### config.mk
export PLATFORM = sky130hd
export DESIGN_NAME = fbe_entry
export DESIGN_NICKNAME = d
export VERILOG_FILES = /design/src/rtl/fbe_uart.v /design/src/rtl/fbe_entry.v
export VERILOG_INCLUDE_DIRS = /design/src /design/src/rtl
export SDC_FILE = /design/constraint.sdc
export NUM_CORES = 1
export LEC_CHECK = 0
export BUFFER_PORTS_ARGS = -buffer_cell sky130_fd_sc_hd__buf_2
export CORE_ASPECT_RATIO = 0.75
export CORE_MARGIN = 4
export CORE_UTILIZATION = 45
export CTS_CLUSTER_DIAMETER = 150
export DETAILED_ROUTE_END_ITERATION = 8
export GPL_ROUTABILITY_DRIVEN = 0
export GPL_TIMING_DRIVEN = 0
export PLACE_DENSITY = 0.69
export SLEW_MARGIN = 10
export SYNTH_ARGS = -nofsm -noshare
export SYNTH_HDL_FRONTEND = slang
export SYNTH_SLANG_ARGS = --single-unit
### constraint.sdc
create_clock -name clock -period 14.25 [get_ports clock]
set_clock_uncertainty 0.2 [all_clocks]
set_input_delay 2.85 -clock clock [delete_from_list [all_inputs] [get_ports clock]]
set_output_delay 2.85 -clock clock [all_outputs]
set_load 0.02 [all_outputs]
### src/rtl/fbe_consts.vh
// Constants for the on-board flash programming entry block.
// Assumes a 100 MHz system clock; included by the design files by bare name.
`ifndef FBE_CONSTS_VH
`define FBE_CONSTS_VH

`define FBE_CLK_MHZ 100
// Register offsets
`define FBE_OFS_CTRL_LOWER 8'h80
`define FBE_OFS_CTRL_UPPER 8'h81
`define FBE_OFS_STATUS 8'h82
`define FBE_OFS_DIVISOR 8'h83
`define FBE_OFS_BOOT_CTRL 8'h84
// Flash control field positions
`define FBE_BIT_PROG 0
`define FBE_BIT_ERASE 1
`define FBE_BIT_PVERIFY 2
`define FBE_BIT_EVERIFY 3
`define FBE_BIT_PSETUP 4
`define FBE_BIT_ESETUP 5
`define FBE_BIT_SWE 6
// Status field positions
`define FBE_ST_BOOT 0
`define FBE_ST_SINGLE 1
`define FBE_ST_MULT_LO 2
`define FBE_ST_ONBOARD 4
`define FBE_ST_WP 5
`define FBE_ST_BRANCHED 6
`define FBE_ST_FLASH_BUSY 7
// Reset values
`define FBE_CTRL_RESET 8'h00
`define FBE_DIV_RESET 16'h0000
// Multiplier codes from the upper mode pins
`define FBE_MULT_X1 2'h0
`define FBE_MULT_X2 2'h1
`define FBE_MULT_X4 2'h2
// Boot sequence bytes
`define FBE_BYTE_SYNC 8'h00
`define FBE_BYTE_ACK 8'h55
// Low period of a zero character in bit times
`define FBE_LOW_BITS 20'h00009
// Software write enable settle time
`define FBE_SWE_WAIT_US 10
`define FBE_SWE_WAIT_CYC (`FBE_SWE_WAIT_US * `FBE_CLK_MHZ)
// Last count of the settle wait, 1000 cycles at 100 MHz
`define FBE_SWE_LAST 13'h03E7
// Cycles after reset release before the pin synchronisers hold pin levels
`define FBE_LATCH_WAIT 2'h2
// Control program region start in RAM
`define FBE_RAM_PROG_START 16'h0800
`define FBE_RAM_LOADER_END 16'h07FF

`endif

### src/rtl/fbe_uart.v
// Asynchronous serial transceiver, 8 data bits, 1 stop bit, no parity.
// Assumes rx already synchronised to clock; divisor is cycles per bit.
`timescale 1ns/1ps
`include "fbe_consts.vh"

module fbe_uart (
  // Clock and reset
  input wire clock,
  input wire sys_rst,
  // Bit timing
  input wire [15:0] divisor,
  // Serial lines
  input wire rx,
  output reg tx,
  // Receive side
  output reg rx_valid,
  output reg [7:0] rx_data,
  // Transmit side
  input wire tx_start,
  input wire [7:0] tx_data,
  output reg tx_busy
);

  reg [15:0] rx_cnt;
  reg [3:0] rx_bit;
  reg rx_act;
  reg [7:0] rx_sh;
  reg [15:0] tx_cnt;
  reg [3:0] tx_bit;
  reg [9:0] tx_sh;

  // Receive: sample mid-bit, frame of 10 bits
  always @(posedge clock or posedge sys_rst) begin
    if (sys_rst) begin
      rx_cnt <= 16'h0000;
      rx_bit <= 4'h0;
      rx_act <= 1'b0;
      rx_sh <= 8'h00;
      rx_valid <= 1'b0;
      rx_data <= 8'h00;
    end else begin
      rx_valid <= 1'b0;
      if (!rx_act) begin
        if (!rx && divisor != 16'h0000) begin
          rx_act <= 1'b1;
          rx_bit <= 4'h0;
          rx_cnt <= {1'b0, divisor[15:1]};
        end
      end else if (rx_cnt != 16'h0000) begin
        rx_cnt <= rx_cnt - 16'h0001;
      end else begin
        rx_cnt <= divisor - 16'h0001;
        rx_bit <= rx_bit + 4'h1;
        if (rx_bit == 4'h0 && rx) begin
          rx_act <= 1'b0;
        end else if (rx_bit >= 4'h1 && rx_bit <= 4'h8) begin
          rx_sh <= {rx, rx_sh[7:1]};
        end else if (rx_bit == 4'h9) begin
          rx_act <= 1'b0;
          if (rx) begin
            rx_valid <= 1'b1;
            rx_data <= rx_sh;
          end
        end
      end
    end
  end

  // Transmit: start, 8 data LSB first, stop
  always @(posedge clock or posedge sys_rst) begin
    if (sys_rst) begin
      tx <= 1'b1;
      tx_busy <= 1'b0;
      tx_cnt <= 16'h0000;
      tx_bit <= 4'h0;
      tx_sh <= 10'h3FF;
    end else if (!tx_busy) begin
      tx <= 1'b1;
      if (tx_start) begin
        tx_busy <= 1'b1;
        tx_sh <= {1'b1, tx_data, 1'b0};
        tx_bit <= 4'h0;
        tx_cnt <= 16'h0000;
      end
    end else if (tx_cnt != 16'h0000) begin
      tx_cnt <= tx_cnt - 16'h0001;
    end else if (tx_bit == 4'hA) begin
      tx_busy <= 1'b0;
      tx <= 1'b1;
    end else begin
      tx <= tx_sh[0];
      tx_sh <= {1'b1, tx_sh[9:1]};
      tx_bit <= tx_bit + 4'h1;
      tx_cnt <= divisor - 16'h0001;
    end
  end

endmodule // fbe_uart

### src/rtl/fbe_entry.v
// On-board flash programming entry: mode pin decode, boot loader, flash control.
// Assumes pins are asynchronous; registers reached over a simple strobe port.
//
// What this block does
// - At power-on reset decode mode pins: boot/user, single/expanded, multiplier.
// - Enter on-board programming state only on pin setting plus power-on reset.
// - Boot mode loads the control program over serial channel 1 into RAM.
// - After the program transfer completes, branch to the RAM program start.
// - Host sends zero bytes; device measures low period to derive bit rate.
// - Serial format is 8 data bits, one stop bit, no parity.
// - After adjustment the device transmits one zero byte.
// - Adjustment supported only within stated system clock ranges.
// - RAM split into loader and program regions; loader region locked until branch.
// - Loader code stays in its RAM region after the branch.
// - Flash array unreadable while program or erase is in progress.
// - Program, erase and verify modes via lower and upper control registers.
// - No programming or erasing while the write-protect pin is high.
// - On non-flash variants control register reads return zero.
`timescale 1ns/1ps
`include "fbe_consts.vh"

module fbe_entry #(
  parameter FLASH_PRESENT = 1,
  parameter PROG_LEN = 16'h0100
) (
  // Clock and reset
  input wire clock,
  input wire sys_rst,
  // Mode pins
  input wire flash_write_protect_pin,
  input wire mode_select_pin3,
  input wire mode_select_pin2,
  input wire mode_select_pin1,
  input wire mode_select_pin0,
  // Serial channel pins
  input wire serial_rxd,
  output reg serial_txd,
  // Register port
  input wire [7:0] reg_addr,
  input wire [7:0] reg_wdata,
  input wire reg_wr,
  input wire reg_rd,
  output reg [15:0] reg_rdata,
  // RAM write port
  output reg ram_we,
  output reg [15:0] ram_addr,
  output reg [7:0] ram_wdata,
  // Processor and flash side
  input wire cpu_pc_in_flash,
  input wire [15:0] cpu_ram_addr,
  output reg ram_loader_locked,
  output reg cpu_branch,
  output reg [15:0] cpu_branch_addr,
  output reg flash_read_block,
  output reg [7:0] flash_ctrl_lower,
  output reg [7:0] flash_ctrl_upper,
  output reg swe_ready
);

  localparam ST_IDLE = 6'b000001;
  localparam ST_MEAS = 6'b000010;
  localparam ST_SEND = 6'b000100;
  localparam ST_WACK = 6'b001000;
  localparam ST_LOAD = 6'b010000;
  localparam ST_RUN = 6'b100000;

  reg [4:0] pin_s1;
  reg [4:0] pin_s2;
  reg rx_s1;
  reg rx_s2;
  reg [3:0] mode;
  reg latched;
  reg onboard;
  reg [1:0] latch_wait;
  reg [5:0] state;
  reg [5:0] next_state;
  reg [19:0] low_cnt;
  reg [15:0] divisor;
  reg rx_prev;
  reg [15:0] load_cnt;
  reg tx_start;
  reg [12:0] swe_cnt;
  reg [7:0] status;
  wire rx_valid;
  wire [7:0] rx_data;
  wire tx_busy;
  wire uart_tx;
  wire boot_mode;
  wire wp_high;
  wire flash_busy;
  wire in_flash_ok;
  wire [19:0] low_div;
  wire rx_fall;
  wire rx_rise;

  assign boot_mode = ~mode[1];
  assign wp_high = pin_s2[4];
  assign in_flash_ok = ~cpu_pc_in_flash;
  assign flash_busy = flash_ctrl_lower[`FBE_BIT_PROG] | flash_ctrl_lower[`FBE_BIT_ERASE] |
                      flash_ctrl_upper[`FBE_BIT_PROG] | flash_ctrl_upper[`FBE_BIT_ERASE];
  // Receive line edges for the low-run timer
  assign rx_fall = ~rx_s2 & rx_prev;
  assign rx_rise = rx_s2 & ~rx_prev;
  // Cycles per bit from a low run of start plus eight zero bits
  assign low_div = low_cnt / `FBE_LOW_BITS;

  // Pin synchronisers
  always @(posedge clock or posedge sys_rst) begin
    if (sys_rst) begin
      pin_s1 <= 5'h00;
      pin_s2 <= 5'h00;
      rx_s1 <= 1'b1;
      rx_s2 <= 1'b1;
    end else begin
      pin_s1 <= {flash_write_protect_pin, mode_select_pin3, mode_select_pin2,
                 mode_select_pin1, mode_select_pin0};
      pin_s2 <= pin_s1;
      rx_s1 <= serial_rxd;
      rx_s2 <= rx_s1;
    end
  end

  // Mode latch once both synchroniser stages hold real pin levels
  always @(posedge clock or posedge sys_rst) begin
    if (sys_rst) begin
      mode <= 4'h0;
      latched <= 1'b0;
      onboard <= 1'b0;
      latch_wait <= 2'h0;
    end else if (!latched) begin
      if (latch_wait == `FBE_LATCH_WAIT) begin
        latched <= 1'b1;
        mode <= pin_s2[3:0];
        onboard <= ~pin_s2[4] & (pin_s2[3:2] != 2'h3);
      end else begin
        latch_wait <= latch_wait + 2'h1;
      end
    end
  end

  fbe_uart u_uart (
    .clock(clock),
    .sys_rst(sys_rst),
    .divisor(divisor),
    .rx(rx_s2),
    .tx(uart_tx),
    .rx_valid(rx_valid),
    .rx_data(rx_data),
    .tx_start(tx_start),
    .tx_data(`FBE_BYTE_SYNC),
    .tx_busy(tx_busy)
  );

  // Boot sequencer next state
  always @* begin
    next_state = state;
    case (state)
      ST_IDLE: begin
        if (latched && onboard && boot_mode) next_state = ST_MEAS;
      end
      ST_MEAS: begin
        if (rx_rise && low_cnt != 20'h00000) next_state = ST_SEND;
      end
      ST_SEND: begin
        if (tx_start) next_state = ST_WACK;
      end
      ST_WACK: begin
        if (rx_valid && rx_data == `FBE_BYTE_ACK) next_state = ST_LOAD;
      end
      ST_LOAD: begin
        if (load_cnt == PROG_LEN) next_state = ST_RUN;
      end
      ST_RUN: begin
        next_state = ST_RUN;
      end
      default: begin
        next_state = ST_IDLE;
      end
    endcase
  end

  // Boot sequencer datapath
  always @(posedge clock or posedge sys_rst) begin
    if (sys_rst) begin
      state <= ST_IDLE;
      low_cnt <= 20'h00000;
      divisor <= `FBE_DIV_RESET;
      rx_prev <= 1'b1;
      load_cnt <= 16'h0000;
      tx_start <= 1'b0;
      ram_we <= 1'b0;
      ram_addr <= 16'h0000;
      ram_wdata <= 8'h00;
      cpu_branch <= 1'b0;
      cpu_branch_addr <= 16'h0000;
      ram_loader_locked <= 1'b0;
      serial_txd <= 1'b1;
    end else begin
      state <= next_state;
      rx_prev <= rx_s2;
      tx_start <= 1'b0;
      ram_we <= 1'b0;
      cpu_branch <= 1'b0;
      serial_txd <= uart_tx;
      ram_loader_locked <= boot_mode & onboard & (state != ST_RUN);
      if (state == ST_MEAS) begin
        if (rx_fall) low_cnt <= 20'h00001;
        else if (!rx_s2 && low_cnt != 20'hFFFFF) low_cnt <= low_cnt + 20'h00001;
        else if (rx_rise) divisor <= low_div[15:0];
      end
      if (state == ST_SEND && !tx_busy && !tx_start) tx_start <= 1'b1;
      if (state == ST_LOAD && rx_valid) begin
        ram_we <= 1'b1;
        ram_addr <= `FBE_RAM_PROG_START + load_cnt;
        ram_wdata <= rx_data;
        load_cnt <= load_cnt + 16'h0001;
      end
      if (state == ST_LOAD && next_state == ST_RUN) begin
        cpu_branch <= 1'b1;
        cpu_branch_addr <= `FBE_RAM_PROG_START;
      end
    end
  end

  // Flash control registers and write enable timer
  always @(posedge clock or posedge sys_rst) begin
    if (sys_rst) begin
      flash_ctrl_lower <= `FBE_CTRL_RESET;
      flash_ctrl_upper <= `FBE_CTRL_RESET;
      swe_cnt <= 13'h0000;
      swe_ready <= 1'b0;
      flash_read_block <= 1'b0;
    end else begin
      flash_read_block <= flash_busy;
      if (!flash_ctrl_lower[`FBE_BIT_SWE]) begin
        swe_cnt <= 13'h0000;
        swe_ready <= 1'b0;
      end else if (swe_cnt == `FBE_SWE_LAST) begin
        swe_ready <= 1'b1;
      end else begin
        swe_cnt <= swe_cnt + 13'h0001;
      end
      if (wp_high || !onboard) begin
        flash_ctrl_lower[5:0] <= 6'h00;
        flash_ctrl_upper[5:0] <= 6'h00;
      end
      if (reg_wr && in_flash_ok && onboard && !wp_high && FLASH_PRESENT != 0) begin
        if (reg_addr == `FBE_OFS_CTRL_LOWER) begin
          flash_ctrl_lower <= reg_wdata & 8'h7F;
        end else if (reg_addr == `FBE_OFS_CTRL_UPPER) begin
          flash_ctrl_upper <= reg_wdata & 8'h3F;
        end
      end
    end
  end

  // Status word
  always @* begin
    status = 8'h00;
    status[`FBE_ST_BOOT] = boot_mode;
    status[`FBE_ST_SINGLE] = mode[0];
    status[`FBE_ST_MULT_LO +: 2] = mode[3:2];
    status[`FBE_ST_ONBOARD] = onboard;
    status[`FBE_ST_WP] = wp_high;
    status[`FBE_ST_BRANCHED] = (state == ST_RUN);
    status[`FBE_ST_FLASH_BUSY] = flash_busy;
  end

  // Register read port, data one cycle after strobe
  always @(posedge clock or posedge sys_rst) begin
    if (sys_rst) begin
      reg_rdata <= 16'h0000;
    end else if (reg_rd) begin
      if (FLASH_PRESENT == 0) begin
        reg_rdata <= 16'h0000;
      end else if (reg_addr == `FBE_OFS_CTRL_LOWER) begin
        reg_rdata <= {8'h00, flash_ctrl_lower};
      end else if (reg_addr == `FBE_OFS_CTRL_UPPER) begin
        reg_rdata <= {8'h00, flash_ctrl_upper};
      end else if (reg_addr == `FBE_OFS_STATUS) begin
        reg_rdata <= {8'h00, status};
      end else if (reg_addr == `FBE_OFS_DIVISOR) begin
        reg_rdata <= divisor;
      end else if (reg_addr == `FBE_OFS_BOOT_CTRL) begin
        reg_rdata <= load_cnt;
      end else begin
        reg_rdata <= 16'h0000;
      end
    end else begin
      reg_rdata <= 16'h0000;
    end
  end

endmodule // fbe_entry

Yosys cells after proc, flatten, opt, wreduce, memory -nomap -nowiden
Index checks and enable logic that the tools add are counted.
Storage, ports and cells
  bits in registers: 223
  input port bits: 43
  output and inout bits: 78
  word-level logic and storage cells: 205
Cells by class
  add/subtract/negate cells: 10
  div/mod/pow operators: 1
  order comparisons: 2
  equal/unequal tests: 27
  mux-type cells: 67
  bitwise logic cells: 20
  reduce and logical (&&, ||, !) cells: 39
Operators with widths (number)
  $mux 16: 13
  $mux 6: 12
  $reduce_bool 16->1: 3
  $sub 16x1->16 const B: 3
  $eq 8x8->1 const B: 5
  $mux 10: 4
  $mux 20: 2
  $pmux 6 s6: 1
  $mux 4: 7
  $mux 1: 26
  $mux 13: 2
  $add 20x1->20 const B: 1
  $div 20x4->20 const B: 1
  $ne 20x20->1 const B: 1
  $reduce_bool 20->1: 1
  $add 12x16->16 const A: 1
  $add 16x1->16 const B: 1
  $eq 16x9->1 const B: 1
  $logic_and 1x1->1: 15
  $add 13x1->13 const B: 1
  $eq 13x10->1 const B: 1
  $eq 6x6->1 const B: 2
  $not 1->1: 12
  $reduce_and 2->1: 6
  other kinds (25): 44

Depth between registers and ports, before layout
Gate-level depths: netlist (run 1).
  depth after elaboration: 8
  gate-level depth with buffers: 32
  depth with buffers taken out: 29

Cells and area by module
Synthesis (run 1) repeated with hierarchy kept, for this count alone.
Unflattened totals
  cells, all modules: 1583
  area, all modules: 14159.8 µm²
Modules (own cells, without submodules)
  fbe_entry: instances 1, cells each 1115, area each 9858.2 µm², sequential area each 3834.9 µm²
  fbe_uart: instances 1, cells each 468, area each 4301.6 µm², sequential area each 1739.2 µm²

Least setup slack after synthesis (run 1)
No wires, ideal clock.
  kind: reg-to-reg
  from: register low_cnt[15]
  to: register divisor[0]
  data arrival time: 7.077 ns
  required time: 13.966 ns
  slack: 6.890 ns
  stages on the path, launching flop included: 31
  buffers on the path: 3
  cells stage by stage: dfrtp_1 > buf_6 > nand2b_4 > buf_2 > a221o_1 > and2_4 > or4_4 > buf_6 > mux2i_1 > o21a_1 > or3_4 > and3_1 > or2_1 > o221a_2 > o32a_1 > a221oi_4 > o2111ai_4 > mux2i_4 > and4_1 > a211o_2 > a2111oi_4 > a21o_1 > o311ai_2 > xor2_2 > or3_1 > o21a_1 > ha_1 > nand2_1 > nor2_1 > or3_1 > a41oi_2
On the way
  word-level cells in the longest chain between the ends: 4
  elaborated cells between the ends (all ways): 5
Ends and longest elaborated chain
  start: declaration: line fbe_entry.v:77  | reg [19:0] low_cnt;
  start signal: assignment: line fbe_entry.v:208  | else if (!rx_s2 && low_cnt != 20'hFFFFF) low_cnt <= low_cnt + 20'h00001;
  parallel branches: the longest is 4 deep, another holds $div 20x4->20
  end signal: assignment: line fbe_entry.v:187  | divisor <= `FBE_DIV_RESET;
  end signal: assignment: line fbe_entry.v:209  | else if (rx_rise) divisor <= low_div[15:0];
  end: declaration: line fbe_entry.v:78  | reg [15:0] divisor;
Several ways; the timed one is not identified.
A chain may end at the register's enable or synchronous reset.

Worst setup path after layout (run 1)
  from: register low_cnt[16]
  to: register divisor[1]
The elaborated chain is that of the path after synthesis.

==> metrics, run 1 <==
outcome completed; count of standard-cell rows 54; floorplan die height 156 µm; post-route cell area around 15000 µm²; count of boundary I/O pins between 100 and 150; number of max-capacitance violations reported 0; Hold Worst Slack approximately 150 ps; largest net degree at the start of global routing ~120; CP Data Arrival Time roughly 8500 ps; slew margin rel. 0.229; deepest level of the CTS H-tree 1; PostCTS Resize Cnt 0; total iterations of the first detailed-routing run 6; cell area after technology mapping ~13000 µm²; source of the worst register-to-register timing path low_cnt[16]; cell internal power dissipation around 1.2 mW; sequential element share of the synthesized area 0.422; CTS clk-pin slew, worst paths approximately 70 ps; starting density of the core 0.456; remaining antenna violation count after routing 0; post-DP HPWL roughly 25 mm; number of synthesized register bits ~220; dominant synthesized flop cell sky130_fd_sc_hd__dfrtp_1; synthesized area divided by synthesized cell count 8.78 µm²; worst setup slack after placement roughly 6000 ps; Fmax achieved around 120 MHz; total via count in the routed design between 10000 and 15000; routed wirelength normalized by instance count around 17 µm; share of total power in sequential cells 0.409; via count of the first global-routing pass roughly 11000; Final Setup Violations 0; Final Max Slew Viols 0; cts hold-fix bufs 0; setup slack after layout roughly 6000 ps; placed inst area between 10000 and 15000 µm²; number of filler instances in the final layout about 2700; share of cells above drive strength 1 0.140; endpoint of the most critical setup path divisor[1]; post-layout net count around 1700; kind of start point of the critical path flip-flop; P_leak between 6 and 7 nW; unrepaired setup endpoints after global routing no; final critical path time including I/O delays and setup slightly above 8000 ps; Bufs and invs on worst path 3; actual transition at the worst max-transition pin roughly 1100 ps; post-route setup TNS 0 ps; clock network fraction of design power 0.326; Crit-path slowest cell sky130_fd_sc_hd__dfrtp_1; count of flip-flops with a built-in enable after synthesis 0; final clock period utilization by the worst path 0.583; dominant cell type by count on the critical path sky130_fd_sc_hd__a21oi_1; total clock buffers created by CTS 23; switching share of power 0.337; clock tree from TritonCTS yes; Total Routing Usage GR 0.212; critical-path maximum fanout 10; critical path launch point low_cnt[16]; switching pwr 0.609 mW; number of setup buffers added after CTS 0; violation count after the first detailed-route iteration between 900 and 1000; kind of path behind the tightest hold check flip-flop to flip-flop; Die Footprint 32200 µm²; capturing element type of the critical path flip-flop; asr flop ratio synth 1.00; DR DRC count 0; total stage count of the critical path 30; antenna violations before repair 0; clock root buffer sky130_fd_sc_hd__clkbuf_16; cell type group with the largest total delay on the critical path compound AO/OA/AOI/OAI gates; vias per cell approximately 5.7; endpoint of the most critical register-to-register path divisor[1]; Ant. Diodes 0; horizontal extent of the die around 210 µm; global-route wire length before repair 57.1 mm; class of the most critical setup path flip-flop to flip-flop; number of clock sinks around 220; Yosys warning total 0; number of library cell types mapped by synthesis 107; Logic pwr share 0.265; area inside the core boundary between 20000 and 30000 µm²; slowest stage delay, CP 460 ps; total congestion overflow after global routing 0; insertion delay to the later sink of the worst-skew pair a little over 500 ps; power per standard cell area about 120 nW/µm²; Area Overhead vs Synth 13.2%; Final Hold Violating Endpoints 0; Gate Count Post-Synth about 1500; number of buffers on the longest clock path 3; Worst Reg2Reg Path Length in Cells 30; IR drop worst, VDD approximately 0.11 mV; worst setup slack for register-to-register paths between 5000 and 6000 ps; worst path required time roughly 14000 ps; overall power after layout between 1.5 and 2 mW; wire length reported by the detailed router about 34 mm; IO Port Bufs 84
layout by cell type (no fill, tap or decap), types with 22 or more instances in the layout:
cell type                   count
sky130_fd_sc_hd__nand2_1      224
sky130_fd_sc_hd__dfrtp_1      207
sky130_fd_sc_hd__o21ai_0      127
sky130_fd_sc_hd__nor2_1       110
sky130_fd_sc_hd__buf_2         92
sky130_fd_sc_hd__a21oi_1       91
sky130_fd_sc_hd__clkbuf_1      63
sky130_fd_sc_hd__nand3_1       48
sky130_fd_sc_hd__nor3_1        47
sky130_fd_sc_hd__xnor2_1       44
sky130_fd_sc_hd__inv_1         43
sky130_fd_sc_hd__mux2i_1       30
sky130_fd_sc_hd__xor2_1        26
sky130_fd_sc_hd__clkbuf_16     23
sky130_fd_sc_hd__nor2b_1       22
cell type report:
cell class,count,area (µm²),area share
inverter,50,195,0.0131
buffer,94,460,0.0308
clock inverter,8,72.6,0.00486
sequential,222,5570,0.373
multi-input combinational,1155,7050,0.472
tap,392,490,0.0328
timing repair buffer,85,448,0.0300
clock buffer,33,653,0.0437
layer usage:
layer / track usage / share of wire / up-vias
li1: - / - / 5564
met1: 0.342 / 0.50 / 5627
met2: 0.292 / 0.41 / 414
met3: 0.0447 / 0.077 / 50
met4: 0.0389 / 0.017 / 0
met5: 0 / 0 / -
state kept, by name, indices dropped and copies added, names as in the netlist, 5 cells and up:
| signal | flops |
|---|---|
| divisor | 16 |
| flash_ctrl_lower | 7 |
| flash_ctrl_upper | 6 |
| load_cnt | 16 |
| low_cnt | 20 |
| pin_s1 | 5 |
| pin_s2 | 5 |
| ram_addr | 16 |
| ram_wdata | 8 |
| reg_rdata | 16 |
| state | 6 |
| swe_cnt | 13 |
| u_uart.rx_cnt | 16 |
| u_uart.rx_data | 8 |
| u_uart.rx_sh | 8 |
| u_uart.tx_cnt | 16 |
| u_uart.tx_sh | 9 |
through the flow:
step	util	cells
global placement	0.489	1997
floorplan	-	1521
finish	0.516	2039
global route	0.516	2039
CTS	0.515	2039
detailed placement	0.490	1998
synth_stat cells, types with 5 or more instances:
master	count	area (µm²)
sky130_fd_sc_hd__or2_2	6	37.5
sky130_fd_sc_hd__a21o_1	9	67.6
sky130_fd_sc_hd__a211oi_1	10	75.1
sky130_fd_sc_hd__nor3b_1	6	45.0
sky130_fd_sc_hd__nor4_1	19	119
sky130_fd_sc_hd__o211ai_1	19	143
sky130_fd_sc_hd__and2_1	18	113
sky130_fd_sc_hd__o21ai_0	127	636
sky130_fd_sc_hd__o22ai_1	16	100
sky130_fd_sc_hd__a31oi_1	14	87.6
sky130_fd_sc_hd__a22oi_1	12	90.1
sky130_fd_sc_hd__nor3_1	47	235
sky130_fd_sc_hd__nand2b_1	16	100
sky130_fd_sc_hd__mux2_2	20	225
sky130_fd_sc_hd__nand4_1	11	68.8
sky130_fd_sc_hd__mux2i_1	30	300
sky130_fd_sc_hd__or3_1	12	75.1
sky130_fd_sc_hd__clkbuf_1	57	214
sky130_fd_sc_hd__a22o_1	5	43.8
sky130_fd_sc_hd__buf_2	8	40.0
sky130_fd_sc_hd__xor2_1	26	228
sky130_fd_sc_hd__a21oi_1	91	455
sky130_fd_sc_hd__nand2_1	224	841
sky130_fd_sc_hd__o31ai_1	6	45.0
sky130_fd_sc_hd__buf_4	18	135
sky130_fd_sc_hd__buf_1	7	26.3
sky130_fd_sc_hd__nor2b_1	22	138
sky130_fd_sc_hd__dfrtp_1	207	5180
sky130_fd_sc_hd__nand3_1	48	240
sky130_fd_sc_hd__dfstp_2	15	394
sky130_fd_sc_hd__xnor2_1	44	385
sky130_fd_sc_hd__and3_1	19	119
sky130_fd_sc_hd__o21a_1	11	82.6
sky130_fd_sc_hd__inv_1	44	165
sky130_fd_sc_hd__nor2_1	110	413
sky130_fd_sc_hd__nand3b_1	9	67.6
sky130_fd_sc_hd__ha_1	20	250
sky130_fd_sc_hd__o221ai_1	6	52.6
how the worst min path moves through the flow:
stage               slack, ps  startpoint  cells past startpoint         to
finish                    150   pin_s1[0]                      0  pin_s2[0]
global route              150   pin_s1[1]                      0  pin_s2[1]
CTS                       150   pin_s1[0]                      0  pin_s2[0]
detailed placement        130   pin_s1[0]                      0  pin_s2[0]
global placement          140   pin_s1[2]                      0  pin_s2[2]
floorplan                 130   pin_s1[0]                      0  pin_s2[0]
power groups by stage:
stage,sequential [mW],clock [mW],combinational (mW)
final,0.738,0.589,0.478
after floorplan,0.731,0,0.362
after global placement,0.744,0,0.452
after detailed placement,0.746,0,0.465
after global routing,0.745,0.633,0.536
after CTS,0.736,0.603,0.468
logic make-up after synthesis:
| group | synth area share |
|---|---|
| adder cells (fa/ha/maj) | 0.0205 |
| AND/OR/NAND/NOR | 0.223 |
| buffers and inverters | 0.0491 |
| other | 0.000284 |
| flip-flops | 0.422 |
| XOR/XNOR | 0.0477 |
| multiplexers | 0.0426 |
| AO/OA/AOI/OAI | 0.195 |
No activity file was read; power rests on OpenSTA's default activity.
==> inputs of run 2 (changes only) <==
--- a/config.mk
+++ b/config.mk
@@ -14,7 +14,7 @@
 export DETAILED_ROUTE_END_ITERATION = 8
 export GPL_ROUTABILITY_DRIVEN = 0
 export GPL_TIMING_DRIVEN = 0
-export PLACE_DENSITY = 0.69
+export PLACE_DENSITY = 0.72
 export SLEW_MARGIN = 10
 export SYNTH_ARGS = -nofsm -noshare
 export SYNTH_HDL_FRONTEND = slang
==> constraint.sdc (replaced) <==
create_clock -name clock -period 7.1 [get_ports clock]
set_clock_uncertainty 0.2 [all_clocks]
set_input_delay 1.42 -clock clock [delete_from_list [all_inputs] [get_ports clock]]
set_output_delay 1.42 -clock clock [all_outputs]
set_load 0.02 [all_outputs]
==> run 2 against run 1 <==
  * The run now ends with setup timing left
  * Total power grew 100%
  * Final area is 7.3% higher
  * Worst setup slack got worse by 6400 ps
  * Die area stayed put
  * Count of clock-buffer cells in the layout decreased by 4
  * Register-to-register slack worse by 6400 ps
  * Flip-flop and latch count stayed put
  * Wire length grew 6.4%
  * Combinational power increased by 100%
  * Critical endpoint is now divisor[0]
  * Largest cell class unchanged
==> metrics, run 2 (synthesis results as in run 1) <==
Crit-path slowest cell sky130_fd_sc_hd__o41ai_2; switching share of power 0.333; IR drop worst, VDD around 0.19 mV; area inside the core boundary 29000 µm²; met1 track demand over resource 0.344; starting density of the core 0.456; CP Data Arrival Time slightly below 8000 ps; share of total power in sequential cells 0.401; clock network fraction of design power 0.337; number of buffers on the longest clock path 3; most flop-heavy register low_cnt; most common library cell in the layout ignoring fill and taps sky130_fd_sc_hd__nand2_1; vias per cell between 5 and 6; cts hold-fix bufs 0; outcome complete, but fails checks; Final Setup Violations 2; floorplan die height between 150 and 200 µm; overall power after layout 3.69 mW; slew margin rel. 0.137; P_leak roughly 7.2 nW; via count of the first global-routing pass about 11000; IO Port Bufs 84; total via count in the routed design ~12000; final clock period utilization by the worst path 1.07; number of flip-flops in the largest register 20; total iterations of the first detailed-routing run 5; critical-path maximum fanout 10; setup slack after layout -501 ps; insertion delay to the later sink of the worst-skew pair roughly 520 ps; Final Max Slew Viols 0; total clock buffers created by CTS 22; Total Routing Usage GR 0.218; post-layout net count 1751; antenna violations before repair 0; number of filler instances in the final layout roughly 2600; capturing element type of the critical path flip-flop; horizontal extent of the die slightly above 200 µm; CTS clk-pin slew, worst paths 70 ps; number of clock sinks between 200 and 250; Logic pwr share 0.262; total area of sequential cells 5580 µm²; remaining antenna violation count after routing 0; power per standard cell area ~230 nW/µm²; post-route setup TNS -950 ps; count of boundary I/O pins around 120; multi-input gate area in the final layout 7570 µm²; count of standard-cell rows 54; slowest stage delay, CP 420 ps; Fmax achieved 132 MHz; clock root buffer sky130_fd_sc_hd__clkbuf_16; Area Overhead vs Synth 21.4%; Ant. Diodes 0; kind of start point of the critical path flip-flop; class of the most critical setup path flip-flop to flip-flop; final critical path time including I/O delays and setup 7600 ps; M3 GR Usage 0.0396; clock tree from TritonCTS yes; routed wirelength normalized by instance count around 17 µm; Most Crowded Layer GR met1; total congestion overflow after global routing 0; violated checks setup timing; wire length reported by the detailed router around 37 mm; kind of path behind the tightest hold check flip-flop to flip-flop; switching pwr roughly 1.2 mW; global-route wire length before repair ~59 mm; Final Hold Violating Endpoints 0; post-DP HPWL between 20 and 30 mm; number of max-capacitance violations reported 0; deepest level of the CTS H-tree 1; violation count after the first detailed-route iteration about 1100; leading cell types in the layout, fill and taps excluded sky130_fd_sc_hd__nand2_1 (222), sky130_fd_sc_hd__dfrtp_1 (206), sky130_fd_sc_hd__o21ai_0 (123); cell internal power dissipation roughly 2.5 mW; met2 demand-to-capacity share in global routing 0.315; largest net degree at the start of global routing 39; worst path required time 7340 ps; unrepaired setup endpoints after global routing yes; share of cells above drive strength 1 0.211; Die Footprint approximately 32000 µm²; DR DRC count 0; actual transition at the worst max-transition pin roughly 1300 ps
==> run 2: metal layers <==
| metal | vias up | part of all wire |
|---|---|---|
| met1 | 5889 | 0.48 |
| li1 | 5681 | - |
| met5 | - | 0 |
| met4 | 0 | 0.016 |
| met3 | 46 | 0.072 |
| met2 | 456 | 0.43 |
==> run 2: through the flow <==
stage	std cells	instance area, µm²	setup WS (ps)	utilization	hold WS, ps
after global placement	1997	14200	-876	0.490	140
after detailed placement	2003	14300	-1030	0.494	141
after global routing	2095	16000	-860	0.553	163
after floorplan	1521	13300	-190	-	131
after CTS	2080	15600	-404	0.537	151
final	2095	16000	-501	0.553	153
==> run 2: what timing repair did <==
item | CTS | global route
buffers inserted | 39 | 15
pin swaps | 25 | 33
hold endpoints to repair | 0 | 0
gates resized for setup | 50 | 67
setup endpoints to repair | 3 | 3
==> run 2: cell type report <==
class | count | share of cell area
Inverter | 50 | 0.0121
Timing Repair Buffer | 144 | 0.0607
Tap cell | 392 | 0.0306
Sequential cell | 222 | 0.348
Buffer | 93 | 0.0297
Clock inverter | 10 | 0.00788
Multi-Input combinational cell | 1155 | 0.472
Clock buffer | 29 | 0.0392
==> run 2: worst max-delay path, delay by kind of cell (launching register included) <==
family,cells,cell delay (ps)
AOI/OAI and AO/OA,15,3230
xor gates and xnor gates,2,450
adders and majority gates,1,210
buffers and inverters,5,880
DFF,1,390
muxes,2,760
and+or+nand+nor,7,1410
==> run 2: power groups by stage <==
stage | registers (mW) | logic, mW | clock network, mW
finish | 1.48 | 0.967 | 1.24
global route | 1.49 | 1.08 | 1.31
CTS | 1.48 | 0.948 | 1.26
detailed placement | 1.50 | 0.939 | 0
global placement | 1.49 | 0.902 | 0
floorplan | 1.47 | 0.728 | 0
==> run 2: path summary, 6_finish.rpt <==
check	from	end	slack [ps]	depth (start not counted)
worst max-delay path	low_cnt[14]	divisor[0]	-500	32
worst min-delay path	pin_s1[4]	pin_s2[4]	150	0
worst max register to register	low_cnt[14]	divisor[0]	-500	32
worst min register to register	pin_s1[4]	pin_s2[4]	150	0
max in group asynchronous	sys_rst	rx_s2	4750	5
min in group asynchronous	sys_rst	reg_rdata[12]	770	2
==> inputs of run 3 (changes only) <==
--- a/config.mk
+++ b/config.mk
@@ -6,15 +6,15 @@
 export SDC_FILE = /design/constraint.sdc
 export NUM_CORES = 1
 export LEC_CHECK = 0
-export BUFFER_PORTS_ARGS = -buffer_cell sky130_fd_sc_hd__buf_2
 export CORE_ASPECT_RATIO = 0.75
 export CORE_MARGIN = 4
 export CORE_UTILIZATION = 45
 export CTS_CLUSTER_DIAMETER = 150
 export DETAILED_ROUTE_END_ITERATION = 8
+export DONT_BUFFER_PORTS = 1
 export GPL_ROUTABILITY_DRIVEN = 0
 export GPL_TIMING_DRIVEN = 0
-export PLACE_DENSITY = 0.72
+export PLACE_DENSITY = 0.66
 export SLEW_MARGIN = 10
 export SYNTH_ARGS = -nofsm -noshare
 export SYNTH_HDL_FRONTEND = slang
==> constraint.sdc (replaced) <==
create_clock -name clock -period 9.45 [get_ports clock]
set_clock_uncertainty 0.2 [all_clocks]
set_input_delay 1.89 -clock clock [delete_from_list [all_inputs] [get_ports clock]]
set_output_delay 1.89 -clock clock [all_outputs]
set_load 0.02 [all_outputs]
==> run 3 against run 2 <==
  * Die area unchanged
  * Non-clock buffer count is 141 lower
  * Sequential power fell by 25%
  * Total power is 26% lower
  * The flow now finishes without violations
  * Combinational power decreased by 27%
  * Clock power decreased by 27%
  * Count of clock-buffer cells in the layout grew 4
  * Final area shrank 9.2%
==> metrics, run 3 (synthesis results as in run 1) <==
number of max-capacitance violations reported 0; leading cell types in the layout, fill and taps excluded sky130_fd_sc_hd__nand2_1 (224), sky130_fd_sc_hd__dfrtp_1 (207), sky130_fd_sc_hd__o21ai_0 (127); hold endpoint pin_s2[0]; number of clock sinks 222; P_leak 6.29 nW; critical-path maximum fanout 10; endpoint of the most critical register-to-register path divisor[1]; source of the worst register-to-register timing path low_cnt[16]; switching share of power 0.331; Die Footprint between 30000 and 40000 µm²; cts hold-fix bufs 0; capturing element type of the critical path flip-flop; routed wirelength normalized by instance count approximately 18 µm; share of cells above drive strength 1 0.0928; outcome completed; Area Overhead vs Synth 10.2%; kind of path behind the tightest hold check flip-flop to flip-flop; IO Port Bufs 0; placed inst area 13800 µm²; vias per cell 5.73; overall power after layout about 2.7 mW; PostCTS Resize Cnt 0; cell internal power dissipation between 1.5 and 2 mW; most flop-heavy register low_cnt; horizontal extent of the die about 210 µm; remaining antenna violation count after routing 0; clock network fraction of design power 0.331; starting density of the core 0.456; global-route wire length before repair 55.9 mm; Final Util 0.502; switching pwr around 0.9 mW; deepest level of the CTS H-tree 1; number of setup buffers added after CTS 0; Total Routing Usage GR 0.210; unrepaired setup endpoints after global routing no; floorplan die height between 150 and 200 µm; class of the most critical setup path flip-flop to flip-flop; post-layout net count 1611; worst setup slack for register-to-register paths between 1000 and 1500 ps; IR drop worst, VDD 0.146 mV; slowest stage delay, CP about 520 ps; Worst Reg2Reg Path Length in Cells 30; M1 wire length around 17 mm; Bufs and invs on worst path 3; count of boundary I/O pins around 120; number of flip-flops in the largest register 20; most common library cell in the layout ignoring fill and taps sky130_fd_sc_hd__nand2_1; DR DRC count 0; count of standard-cell rows 54; launch instance of the worst min-delay path pin_s1[0]; Crit-path slowest cell sky130_fd_sc_hd__o41ai_1; total via count in the routed design 11200; length of routed met3 wiring between 2 and 3 mm; worst path required time between 9000 and 10000 ps; Logic pwr share 0.259; power per standard cell area 187 nW/µm²; total area of sequential cells around 5600 µm²; cell type group with the largest total delay on the critical path compound AO/OA/AOI/OAI gates; kind of start point of the critical path flip-flop; share of total power in sequential cells 0.410; WL met2 ~14 mm; final clock period utilization by the worst path 0.882; total clock buffers created by CTS 23; Final Setup Violations 0; CTS clk-pin slew, worst paths approximately 60 ps; post-DP HPWL ~26 mm; total iterations of the first detailed-routing run 8; final critical path time including I/O delays and setup 8340 ps; antenna violations before repair 0; CP Data Arrival Time between 8000 and 9000 ps; post-route setup TNS 0 ps; clock root buffer sky130_fd_sc_hd__clkbuf_16; Ant. Diodes 0; wire length reported by the detailed router between 30 and 40 mm; cell depth of the worst min-delay path 0; multi-input gate area in the final layout 7050 µm²; area inside the core boundary approximately 29000 µm²; Final Hold Violating Endpoints 0; Max Used Layer met4; insertion delay to the later sink of the worst-skew pair about 520 ps; post-route cell area around 15000 µm²; Final Max Slew Viols 0; violation count after the first detailed-route iteration 909; number of buffers on the longest clock path 3; total congestion overflow after global routing 0; actual transition at the worst max-transition pin between 1000 and 1500 ps; via count of the first global-routing pass 10400; Fmax achieved about 120 MHz; clock tree from TritonCTS yes; number of filler instances in the final layout ~2700; slew margin rel. 0.265; largest net degree at the start of global routing roughly 100
## run 3: cell count changes in the layout (fill, tap and decap cells not counted), sizes merged
cell,delta
inv,+1
bufinv,-1
buf,-138
clkbuf,+1
clkinvlp,-1
clkinv,-3
## run 3: power by group through the flow
stage | registers [mW] | clock network, mW | logic, mW
after floorplan | 1.10 | 0 | 0.547
after global placement | 1.12 | 0 | 0.678
after detailed placement | 1.13 | 0 | 0.689
after CTS | 1.11 | 0.920 | 0.691
after global routing | 1.12 | 0.956 | 0.796
final | 1.11 | 0.900 | 0.704
## run 3: worst max path at each step
stage,from,cells past startpoint,slack [ps],to
after floorplan,sys_rst,1,1310,cpu_branch
after global placement,sys_rst,1,-1160,divisor[0]
after detailed placement,low_cnt[14],30,1230,divisor[1]
after CTS,low_cnt[14],31,1210,divisor[1]
after global routing,low_cnt[18],31,400,divisor[1]
final,low_cnt[16],30,1110,divisor[1]
## run 3: stage by stage
step | setup slack, ps | hold WS [ps] | instances
floorplan | 1310 | 131 | 1521
global placement | -1160 | 138 | 1913
detailed placement | 1230 | 145 | 1915
CTS | 1210 | 158 | 1954
global route | 405 | 164 | 1954
finish | 1110 | 156 | 1954
## run 3: worst reg2reg max path: cells and delay by family, from the launching register on
family                     cells  cell delay (ps)
DFF                            1              460
and+or+nand+nor                8             1670
muxes                          2              860
buffers and inverters          3              800
adders and majority gates      1              200
xor gates and xnor gates       1              230
AOI/OAI and AO/OA             15             3820
## run 3: final cells by class
class | instances | area share
Multi-Input combinational cell | 1155 | 0.484
Sequential cell | 222 | 0.383
Timing Repair Buffer | 2 | 0.00378
Clock inverter | 6 | 0.00593
Buffer | 94 | 0.0316
Tap cell | 392 | 0.0337
Inverter | 50 | 0.0134
Clock buffer | 33 | 0.0442
## run 3: per-layer routing
metal,global-route usage,vias to the layer above
met5,0,-
met4,0.0367,0
met3,0.0487,41
met2,0.293,388
met1,0.335,5363
li1,-,5408
